===== src/rtl/wiper_step_pkg.sv =====
/*
 * constants and command types for the up/down wiper step controller.
 * assumes a 250 MHz core clock; pin timing counts derive from it.
 */
package wiper_step_pkg;

  localparam int unsigned        CLK_PERIOD_NS = 4;
  // least pin setup / hold / pulse time in ns, rounded up to whole cycles
  localparam int unsigned        SETUP_NS      = 8;
  localparam int unsigned        SETUP_CYC     = (SETUP_NS + CLK_PERIOD_NS - 1) / CLK_PERIOD_NS;
  localparam int unsigned        PULSE_NS      = 8;
  localparam int unsigned        PULSE_CYC     = (PULSE_NS + CLK_PERIOD_NS - 1) / CLK_PERIOD_NS;
  localparam int unsigned        CNT_W         = 8;

  localparam logic [5:0]         WIPER_MIN     = 6'h00;
  localparam logic [5:0]         WIPER_MAX     = 6'h3f;
  localparam logic [5:0]         WIPER_DEFAULT = 6'h1f;

  // command as presented by the user side
  typedef struct packed {
    logic       up;        // 1 increment, 0 decrement
    logic       elevated;  // use the elevated select level session
    logic       end_high;  // level of up/down left when select returns high, except a zero-step decrement ends low
    logic [5:0] steps;     // number of rising edges, 0 allowed
  } step_cmd_s;

  // select pin drive: low, elevated, or inactive high
  typedef struct packed {
    logic sel_low;
    logic elevated_select_level;
    logic up_dn;
  } pin_drive_s;

endpackage


===== src/rtl/updown_wiper_step_control.sv =====
/*
 * host-side controller for a six-bit up/down wiper device.
 * assumes the pins leave straight from flip-flops and the device samples them
 * with its own thresholds; the elevated level is a separate drive request.
 */
// Notes on behaviour
// - host holds select inactive high before starting a command
// - compat increment ends with up/down high before select returns high
// - plain decrement ends with up/down low before select returns high
// - compat decrement of at least one step ends with up/down high before select returns high; with no steps it ends low
// - select returns high promptly after the last wanted step
`timescale 1ns/10ps

module updown_wiper_step_control
  import wiper_step_pkg::*;
#(
  parameter int unsigned SETUP_CYCLES = SETUP_CYC,
  parameter int unsigned PULSE_CYCLES = PULSE_CYC
) (
  // clock and reset
  input  wire logic                      core_clk_i,
  input  wire logic                      rst_b_i,
  // command port
  input  wire logic                      cmd_valid_i,
  input  wiper_step_pkg::step_cmd_s      cmd_i,
  input  wire logic                      device_reset_i,
  output logic                           cmd_ready_o,
  output logic                           done_o,
  output logic [5:0]                     wiper_shadow_o,
  // device pins
  output wiper_step_pkg::pin_drive_s     pins_o
);
  import wiper_step_pkg::*;

  // ****************************************
  // sequencer
  // ****************************************
  typedef enum logic [2:0] {
    ST_IDLE, ST_SETDIR, ST_SELECT, ST_RISE, ST_FALL, ST_ENDLVL, ST_RELEASE
  } seq_state_e;

  seq_state_e       state_ff,  nxt_state;
  logic [CNT_W-1:0] cnt_ff,    nxt_cnt;
  logic [5:0]       left_ff,   nxt_left;
  step_cmd_s        cmd_ff,    nxt_cmd;
  pin_drive_s       pins_ff,   nxt_pins;
  logic [5:0]       shadow_ff, nxt_shadow;
  logic             ready_ff,  nxt_ready;
  logic             done_ff,   nxt_done;
  logic             wait_done;

  assign wait_done = (cnt_ff == '0);

  always_comb begin
    nxt_state  = state_ff;
    nxt_cnt    = wait_done ? cnt_ff : cnt_ff - 1'b1;
    nxt_left   = left_ff;
    nxt_cmd    = cmd_ff;
    nxt_pins   = pins_ff;
    nxt_shadow = shadow_ff;
    nxt_ready  = 1'b0;
    nxt_done   = 1'b0;
    case (state_ff)
      ST_IDLE: begin
        nxt_ready = 1'b1;
        if (cmd_valid_i && ready_ff) begin
          nxt_ready      = 1'b0;
          nxt_cmd        = cmd_i;
          nxt_left       = cmd_i.steps;
          nxt_pins.up_dn = cmd_i.up;
          nxt_cnt        = CNT_W'(SETUP_CYCLES);
          nxt_state      = ST_SETDIR;
        end
      end
      ST_SETDIR: if (wait_done) begin
        // select leaves the inactive level only after direction has settled
        if (cmd_ff.elevated) begin
          nxt_pins.elevated_select_level = 1'b1;
        end else begin
          nxt_pins.sel_low = 1'b1;
        end
        nxt_cnt   = CNT_W'(SETUP_CYCLES);
        nxt_state = ST_SELECT;
      end
      ST_SELECT: if (wait_done) begin
        // an increment session starts with up/down high, so a low phase first;
        // with no steps the level is kept, since a later rise would step the part
        nxt_pins.up_dn = (left_ff == '0) ? pins_ff.up_dn : 1'b0;
        nxt_cnt        = CNT_W'(PULSE_CYCLES);
        nxt_state      = (left_ff == '0) ? ST_ENDLVL : ST_FALL;
      end
      ST_FALL: if (wait_done) begin
        nxt_pins.up_dn = 1'b1;
        nxt_left       = left_ff - 1'b1;
        if (cmd_ff.up && shadow_ff != WIPER_MAX) begin
          nxt_shadow = shadow_ff + 1'b1;
        end else if (!cmd_ff.up && shadow_ff != WIPER_MIN) begin
          nxt_shadow = shadow_ff - 1'b1;
        end
        nxt_cnt   = CNT_W'(PULSE_CYCLES);
        nxt_state = ST_RISE;
      end
      ST_RISE: if (wait_done) begin
        nxt_cnt = CNT_W'(PULSE_CYCLES);
        if (left_ff == '0) begin
          nxt_state = ST_ENDLVL;
        end else begin
          nxt_pins.up_dn = 1'b0;
          nxt_state      = ST_FALL;
        end
      end
      ST_ENDLVL: if (wait_done) begin
        // only ever lowered here: a rise while selected is one step too many,
        // so a zero-step decrement cannot end with up/down high
        nxt_pins.up_dn = cmd_ff.end_high & pins_ff.up_dn;
        nxt_cnt        = CNT_W'(SETUP_CYCLES);
        nxt_state      = ST_RELEASE;
      end
      ST_RELEASE: if (wait_done) begin
        nxt_pins.sel_low               = 1'b0;
        nxt_pins.elevated_select_level = 1'b0;
        nxt_done                       = 1'b1;
        nxt_ready                      = 1'b1;
        nxt_state                      = ST_IDLE;
      end
      default: nxt_state = ST_IDLE;
    endcase
    // device power cycle: its code is back at mid-scale
    if (device_reset_i) begin
      nxt_shadow = WIPER_DEFAULT;
    end
  end

  always_ff @(posedge core_clk_i or negedge rst_b_i) begin
    if (!rst_b_i) begin
      state_ff  <= ST_IDLE;
      cnt_ff    <= '0;
      left_ff   <= '0;
      cmd_ff    <= '0;
      pins_ff   <= '0;
      shadow_ff <= WIPER_DEFAULT;
      ready_ff  <= 1'b0;
      done_ff   <= 1'b0;
    end else begin
      state_ff  <= nxt_state;
      cnt_ff    <= nxt_cnt;
      left_ff   <= nxt_left;
      cmd_ff    <= nxt_cmd;
      pins_ff   <= nxt_pins;
      shadow_ff <= nxt_shadow;
      ready_ff  <= nxt_ready;
      done_ff   <= nxt_done;
    end
  end

  // the device cannot be read; the shadow is the only view of its code
  assign pins_o         = pins_ff;
  assign wiper_shadow_o = shadow_ff;
  assign cmd_ready_o    = ready_ff;
  assign done_o         = done_ff;
endmodule


===== config.mk =====
export PLATFORM = sky130hd
export DESIGN_NAME = updown_wiper_step_control
export DESIGN_NICKNAME = d
export VERILOG_FILES = /design/src/rtl/wiper_step_pkg.sv /design/src/rtl/updown_wiper_step_control.sv
export SDC_FILE = /design/constraint.sdc
export NUM_CORES = 1
export LEC_CHECK = 0
export BUFFER_PORTS_ARGS = -buffer_cell sky130_fd_sc_hd__clkbuf_2
export CAP_MARGIN = 20
export CELL_PAD_IN_SITES_DETAIL_PLACEMENT = 1
export CELL_PAD_IN_SITES_GLOBAL_PLACEMENT = 1
export CORE_ASPECT_RATIO = 0.75
export CORE_MARGIN = 5
export CORE_UTILIZATION = 40
export DETAILED_ROUTE_END_ITERATION = 10
export PLACE_DENSITY = 0.76
export SETUP_SLACK_MARGIN = 0.3
export SLEW_MARGIN = 20
export SYNTH_ARGS = -nofsm -noshare
export SYNTH_HDL_FRONTEND = slang
export SYNTH_SLANG_ARGS = --single-unit

===== constraint.sdc =====
create_clock -name core_clk_i -period 3.5 [get_ports core_clk_i]
set_input_delay 0 -clock core_clk_i [delete_from_list [all_inputs] [get_ports core_clk_i]]
set_output_delay 0 -clock core_clk_i [all_outputs]
set_load 0.05 [all_outputs]

==> results of run 1 <==
[cells by family after synthesis]
family | Yosys count | share of synthesized area (%)
multiplexers | 3 | 1.80
adder cells (fa/ha/maj) | 8 | 5.96
flip-flops | 31 | 43.3
buffers and inverters | 19 | 4.51
XOR/XNOR | 5 | 2.43
AND/OR/NAND/NOR | 70 | 20.9
AO/OA/AOI/OAI | 65 | 21.1
[registers in the layout, summed over array words and instances (netlist names)]
signal          flops
cnt_ff              8
left_ff             6
wiper_shadow_o      6
cmd_ff              3
pins_o              3
state_ff            3
cmd_ready_o         1
done_o              1
[per-layer routing]
metal,vias to the layer above,wire [um],track usage [%]
met1,719,2090,20.9
li1,785,-,-
met4,0,48,5.75
met3,4,146,4.33
met5,-,0,0
met2,20,1810,24.6
[through the flow]
stage               instances  hold slack (ns)  util, %  total power [W]
floorplan                 201           -0.296        -         0.000368
CTS                       289          0.00132     47.8         0.000665
finish                    289          0.00567     47.8         0.000656
global route              289           0.0235     47.8         0.000685
detailed placement        276            0.123     44.8         0.000383
global placement          276            0.127     44.8         0.000383
[synth_stat cells, types with 3 or more instances]
cell	instances
or4_1	3
o21ai_0	29
ha_1	7
nand2b_1	3
inv_1	9
nand3_1	4
nor3_1	5
nand2_1	17
clkbuf_1	8
xnor2_1	3
a21oi_1	16
nor2_1	22
dfstp_2	5
or3_1	3
a31oi_1	4
dfrtp_1	26
nor3b_1	4
a211oi_1	3
[worst paths after layout]
check,depth (start not counted),slack [ns],endpoint,from
setup / recovery,8,0.69,wiper_shadow_o[5],wiper_shadow_o[0]
min in group asynchronous,2,0.33,state_ff[2],rst_b_i
hold reg to reg,1,0.50,cmd_ff[6],cmd_ff[6]
setup reg to reg,8,0.69,wiper_shadow_o[5],wiper_shadow_o[0]
max in group asynchronous,2,2.68,left_ff[3],rst_b_i
hold / removal,3,0.006,left_ff[5],cmd_i[5]
[power by group]
part | leakage, nW | internal (W) | switching [W] | total [W]
Combinational | 0.494 | 0.00000981 | 0.0000118 | 0.0000216
Sequential | 0.388 | 0.000359 | 0.0000000000000000000364 | 0.000359
Clock | 0.0422 | 0.000139 | 0.000136 | 0.000276
Total | 0.924 | 0.000508 | 0.000148 | 0.000656
[cell type report]
cell class              instances  share of cell area (%)
multi-input cells             151                    44.6
flip-flops and latches         31                    37.0
repair buffers                 32                    9.25
clock buffers                   7                    3.62
well taps                      57                    3.38
inverters                      10                    1.90
clock inverters                 1                   0.237
[worst max-delay path: stages (launching register included)]
cell and delay (ns):
dfstp_2 0.61, nand4_1 0.11, o21ai_1 0.40, ha_1 0.37
o21ai_0 0.23, nor2_1 0.09, o41ai_1 0.48, nor3_4 0.07
mux2_1 0.32
[timing repair]
action | in CTS | in global routing
hold endpoints to repair | 30 | 0
gates resized for setup | 0 | 1
hold buffers | 5 | 0
endpoints found under the setup margin | 0 | 1
==> flow_summary.ini, run 1 <==
[clock_tree]
cts_buffer_depth = 2
cts_setup_buffers = 0
cts_tree = yes
root_buffer = clkbuf_8
clk_pin_slew_ns = 0.07
clock_latency_ns = 0.28
cts_max_level = 2
cts_buffers = 5
cts_sinks = 31

[global_route]
grt_usage_pct = 15.7
grt_max_degree = 32
gr-total-overflow = 0
grt_pass1_vias = 1546
grt_first_pass_wirelength_mm = 7.29
antenna_found_initial = 0

[floorplanning]
die_area_mm2 = 0.00597
dieHeight_um = 68.2
die_x_um = 87.6
ios = 24
start_util_pct = 40.9
core_area_mm2 = 0.00441
num_rows = 21

[synthesis]
synthCells = 201
avgSynthCellArea_um2 = 8.98
synth_edf_count = 0
yosys-top-cells-area = dfrtp_1 36%, o21ai_0 8.0%, dfstp_2 7.3%
ys_async_sr_fraction_pct = 100
yosysSeqAreaShare_pct = 43.3
ys.flop_type = dfrtp_1
yosysTopAreaCellShare_pct = 36.1
yosys_warnings = 0
ys_types = 43
yosys.area.top_type = dfrtp_1
syn-num-nets = 222
ys_seq_elements = 31
synth_area_mm2 = 0.00180

[finish]
layout_common_cells = 28 x o21ai_0, 26 x dfrtp_1, 23 x clkbuf_2, 22 x nor2_1, 17 x nand2_1
nFillCells = 526
drive_gt1_share_pct = 20.3
fin_nets = 252
mostFrequentLayoutCell = o21ai_0
antenna_cells = 0
area_growth_pct = 17.0
register_area_um2 = 782
multiInputGateArea_um2 = 941
final_cell_area_mm2 = 0.00211

[placement]
port_buffers = 23
dpl_cell_area_mm2 = 0.00198
place_congestion = 0.760
dpl.hpwl_mm = 3.04
pre_cts_slack_ns = 0.439

[critical_path]
endpoint_kind = register
cp.required_ns = 3.66
critPathLaunchType = register
crit_fanout = 7
cp.arrival_ns = 2.98
critPathKind = reg -> reg

[sta]
final.period_utilization_pct = 80.3
clock.fmax_mhz = 356
hold_viol = 0
slew_viol_final = 0
fin_skew_ns = 0.00753
tightest_slew_ns = 0.778
relSlewSlack_pct = 48.1
setup_ws_ns = 0.688
setup_viol = 0
grt_setup_unrepaired = false
period_needed_ns = 2.81
setup_tns_ns = 0

[routing]
drt_iter0_markers = 46
first_pass_iters = 4
viasPerCell = 5.29
vias = 1528
wl_mm = 4.10
post_drt_wl_per_cell_um = 14.2
ant_nets = 0
drcViolationCount = 0

[pwr]
ir_drop_mv = 0.159
p_leak_nw = 0.924
p_per_area_mw_per_mm2 = 311

[worst_hold_path]
hold_class = in -> reg

[status]
status = finished clean

[flow_run]
maxCapViolations = 0
Power figures use the tool's default switching activity.
==> run 2: changes to the inputs <==
clock period = 2.8 ns   (was 3.5 ns; I/O delays follow)
==> run 2 against run 1 <==
  * Global-route usage rose by 3.8 points
  * Sequential share of layout area shrank 4.7 points
  * Worst setup slack worse by 0.36 ns
  * First-iteration DRC count increased by 130%
  * Non-clock buffer count is 21 higher
  * Critical path type unchanged
  * Largest cell class unchanged
==> flow_summary.ini, run 2 (synthesized netlist as in run 1, its figures left out) <==
[routing]
drt_iter0_markers = 108
ant_nets = 0
viasPerCell = 5.47
post_drt_wl_per_cell_um = 16.4
drcViolationCount = 0
first_pass_iters = 4
wl_mm = 5.10
vias = 1696

[critical_path]
critPathKind = reg -> reg
crit_fanout = 5
cp.required_ns = 2.99
endpoint_kind = register
crit_start = wiper_shadow_o[0]
rr_worst_depth = 9
r2r-end = wiper_shadow_o[5]
cp.arrival_ns = 2.66
r2r_start = wiper_shadow_o[0]
worstSetupEndpoint = wiper_shadow_o[5]
critPathLaunchType = register
r2r_slack_ns = 0.33

[clock_tree]
cts_sinks = 31
root_buffer = clkbuf_8
clock_latency_ns = 0.30
cts_buffer_depth = 2
clk_pin_slew_ns = 0.07
cts_max_level = 2
cts_tree = yes
cts_buffers = 5

[placement]
place_congestion = 0.810
pre_cts_slack_ns = 0.125
dpl.hpwl_mm = 3.28
place_inst = 278
port_buffers = 23

[pwr]
p_int_w = 0.000752
p_seq_share_pct = 46.8
ir_drop_mv = 0.317
power.total_w = 0.000957
combinationalPowerShare_pct = 3.4
swShare_pct = 21.5
power.switching_w = 0.000206
clockPowerShare_pct = 49.9
p_per_area_mw_per_mm2 = 394
p_leak_nw = 1.06

[global_route]
gr-total-overflow = 0
grt_usage_pct = 19.5
grt_pass1_vias = 1766
grt_first_pass_wirelength_mm = 8.81
antenna_found_initial = 0
grt_max_degree = 32

[worst_hold_path]
hold_class = in -> reg

[floorplanning]
ios = 24
start_util_pct = 40.9
core_area_mm2 = 0.00441
dieHeight_um = 68.2
die_area_mm2 = 0.00597
die_x_um = 87.6
num_rows = 21

[finish]
antenna_cells = 0
largest_reg_flops = 8
drive_gt1_share_pct = 30.8
top_register = cnt_ff
fin_nets = 273
area_growth_pct = 34.6
layout_common_cells = 27 x o21ai_0, 26 x dfrtp_1, 23 x clkbuf_2, 21 x nor2_1, 20 x buf_4
fin_cells = 310
mostFrequentLayoutCell = o21ai_0

[sta]
slew_viol_final = 0
relSlewSlack_pct = 46.4
fin_skew_ns = 0.00747
period_needed_ns = 2.47
hold_viol = 0
clock.fmax_mhz = 404
setup_ws_ns = 0.325
setup_viol = 0
final.period_utilization_pct = 88.4
tightest_slew_ns = 0.804
grt_setup_unrepaired = true
setup_tns_ns = 0

[flow_run]
maxCapViolations = 0

[status]
status = finished clean
-- run 2: cell types whose count changed in the layout (fill, tap and decap cells not counted), moves of 2 or more --
cell           delta
dlygate4sd3_1     +4
buf_4            +16
ha_4              +4
clkbuf_1          -2
ha_1              -4
-- run 2: power by group through the flow --
| stage | clock (W) | combinational [W] | sequential (W) |
|---|---|---|---|
| 6_report | 0.000477 | 0.0000322 | 0.000448 |
| 5_1_grt | 0.000507 | 0.0000368 | 0.000448 |
| 4_1_cts | 0.000488 | 0.0000328 | 0.000448 |
| 3_5_place_dp | 0 | 0.0000230 | 0.000456 |
| 3_3_place_gp | 0 | 0.0000230 | 0.000456 |
| 2_1_floorplan | 0 | 0.00000331 | 0.000456 |
-- run 2: how the worst min path moves through the flow --
stage,start,end,cells after the start
after global placement,rst_b_i,cnt_ff[3],1
after floorplan,rst_b_i,cmd_ff[6],0
final,cmd_i[0],left_ff[0],3
after detailed placement,rst_b_i,cnt_ff[2],1
after global routing,cmd_i[0],left_ff[0],3
after CTS,cmd_i[0],left_ff[0],3
-- run 2: layout make-up --
| class | count | area (um^2) |
|---|---|---|
| tap | 57 | 71.3 |
| timing repair buffer | 53 | 367 |
| multi-input combinational | 151 | 1050 |
| clock buffer | 6 | 82.6 |
| inverter | 10 | 40.0 |
| fill | 521 | 1990 |
| clock inverter | 2 | 35.0 |
| sequential | 31 | 786 |
-- run 2: timing repair --
| item | in CTS | in global routing |
|---|---|---|
| pin swaps | 8 | 4 |
| setup endpoints to repair | 1 | 8 |
| resized for setup | 16 | 1 |
| hold buffers | 9 | 0 |
| hold endpoints to repair | 34 | 0 |
| cloned | 0 | 0 |
| buffers inserted | 14 | 1 |
-- run 2: per-stage QoR --
| step | hold slack [ns] | cell area [um^2] | utilization, % |
|---|---|---|---|
| after floorplan | -0.296 | 1820 | - |
| after global placement | 0.138 | 2010 | 45.5 |
| after detailed placement | 0.132 | 2010 | 45.5 |
| after CTS | 0.00797 | 2420 | 54.8 |
| after global routing | 0.0111 | 2430 | 55.0 |
| final | 0.0111 | 2430 | 55.0 |
-- run 2: worst max-delay path, cell delays in order (launching register included) --
cell and delay [ns]:
dfstp_4 0.62, nand4_1 0.15, o21ai_4 0.29, ha_4 0.20
a211oi_4 0.06, buf_4 0.13, or4_4 0.49, o41ai_4 0.08
nor3_4 0.06, mux2_4 0.30
-- run 2: routing by layer --
metal | routed length, um | GRT usage, %
met3 | 186 | 5.05
met5 | 0 | 0
met2 | 2420 | 32.0
met4 | 89 | 6.32
met1 | 2400 | 25.3
==> run 3: changes to the inputs <==
CORE_ASPECT_RATIO = default   (was 0.75)
CORE_UTILIZATION = 43   (was 40)
PLACE_DENSITY = 0.8   (was 0.76)
==> run 3 against run 2 <==
  * Utilization is 4.7 points higher
  * Clock skew increased by 0.0013 ns
  * Routed wire length grew 20%
  * Worst hold slack improved by 0.012 ns
  * Largest power group unchanged
  * Sequential power is essentially flat
  * First-iteration DRC count decreased by 9.3%
  * Sequential share of layout area is 0.32 points higher
  * Critical path depth is the same
==> flow_summary.ini, run 3 (synthesized netlist as in run 1, its figures left out) <==
[global_route]
grt_pass1_vias = 1862
gr-total-overflow = 0
grt_max_degree = 32
grt_usage_pct = 22.4
antenna_found_initial = 0
grt_first_pass_wirelength_mm = 9.20

[sta]
clock.fmax_mhz = 384
grt_setup_unrepaired = true
setup_ws_ns = 0.198
fin_skew_ns = 0.00877
holdWs_ns = 0.0226
setup_viol = 0
slew_viol_final = 0
relSlewSlack_pct = 47.4
setup_tns_ns = 0
period_needed_ns = 2.60
tightest_slew_ns = 0.789
final.period_utilization_pct = 92.9
hold_viol = 0

[finish]
largest_reg_flops = 8
mostFrequentLayoutCell = o21ai_0
antenna_cells = 0
layout_common_cells = 27 x o21ai_0, 26 x dfrtp_1, 23 x clkbuf_2, 21 x nor2_1
fin_nets = 269
top_register = cnt_ff
drive_gt1_share_pct = 32.1
fin_cells = 299
area_growth_pct = 33.3

[clock_tree]
clk_pin_slew_ns = 0.07
cts_tree = yes
cts_sinks = 31
cts_buffer_depth = 2
cts_max_level = 2
clock_latency_ns = 0.29
root_buffer = clkbuf_8
cts_buffers = 5

[critical_path]
crit_chain = nand4_1, o21ai_4, ha_4, a211oi_4, buf_4, or4_4, o41ai_4, nor3_4, mux2_4
r2r_start = wiper_shadow_o[0]
critPathLaunchType = register
endpoint_kind = register
path_buf_inv = 1
crit_family = flip-flops
crit_fanout = 5
r2r_slack_ns = 0.20
slowest_stage = dfstp_4
cp.required_ns = 2.97
crit_start = wiper_shadow_o[0]
cp.arrival_ns = 2.77
critPathKind = reg -> reg
max_stage_delay_ns = 0.62

[flow_run]
maxCapViolations = 0

[status]
status = finished clean

[placement]
port_buffers = 23
place_inst = 270
place_congestion = 0.924
pre_cts_slack_ns = 0.229
dpl.hpwl_mm = 3.28

[floorplanning]
dieHeight_um = 74.8
num_rows = 23
start_util_pct = 44.8
ios = 24
die_x_um = 74.8
core_area_mm2 = 0.00403
die_area_mm2 = 0.00559

[routing]
routed-wl-met3_um = 274
drt_iter0_markers = 98
drcViolationCount = 0
ant_nets = 0
wl_met1_mm = 2.40
first_pass_iters = 4
top_layer_used = met4
dr_wl_met2_mm = 3.18
viasPerCell = 6.01
vias = 1797
wl_mm = 6.09
post_drt_wl_per_cell_um = 20.4

[worst_hold_path]
worstHoldStart = cmd_i[5]
hold_class = in -> reg

[pwr]
p_per_area_mw_per_mm2 = 396
ir_drop_mv = 0.325
p_leak_nw = 1.05
power.total_w = 0.000952
[run 3: cell type report]
type | count | area [um^2]
Fill cell | 478 | 1620
Multi-Input combinational cell | 151 | 1060
Sequential cell | 31 | 786
Timing Repair Buffer | 49 | 337
Clock buffer | 6 | 82.6
Tap cell | 50 | 62.6
Inverter | 10 | 40.0
Clock inverter | 2 | 35.0
[run 3: repair_timing]
item	CTS	global route
gates resized for setup	14	9
hold endpoints to repair	31	0
pin swaps	6	10
endpoints found under the setup margin	1	7
hold buffers	6	0
buffers inserted	8	7
[run 3: final timing paths]
check,endpoint,cells past startpoint
max reg2reg,wiper_shadow_o[5],9
min reg2reg,left_ff[1],2
max in group asynchronous,cmd_ff[8],2
min,left_ff[5],3
min in group asynchronous,pins_o[0],2
max,wiper_shadow_o[5],9
[run 3: tightest hold or removal path, stage by stage]
cell and delay (ns):
clkbuf_2 0.08, a32oi_1 0.05, o21ai_0 0.15
[run 3: metal layers]
| layer | global-route usage (%) | vias up |
|---|---|---|
| li1 | - | 811 |
| met1 | 24.7 | 900 |
| met2 | 39.8 | 64 |
| met3 | 5.07 | 22 |
| met4 | 12.1 | 0 |
| met5 | 0 | - |
[run 3: metrics by stage]
stage | utilization, % | area (um^2)
global placement | 49.5 | 1990
detailed placement | 49.5 | 1990
finish | 59.7 | 2400
CTS | 57.5 | 2320
global route | 59.7 | 2400
floorplan | - | 1820
[run 3: power breakdown]
part | total (W) | switching, W | internal, W
registers | 0.000448 | 0.0000000000000000000710 | 0.000448
clock network | 0.000474 | 0.000186 | 0.000288
logic | 0.0000301 | 0.0000169 | 0.0000132
total | 0.000952 | 0.000203 | 0.000749
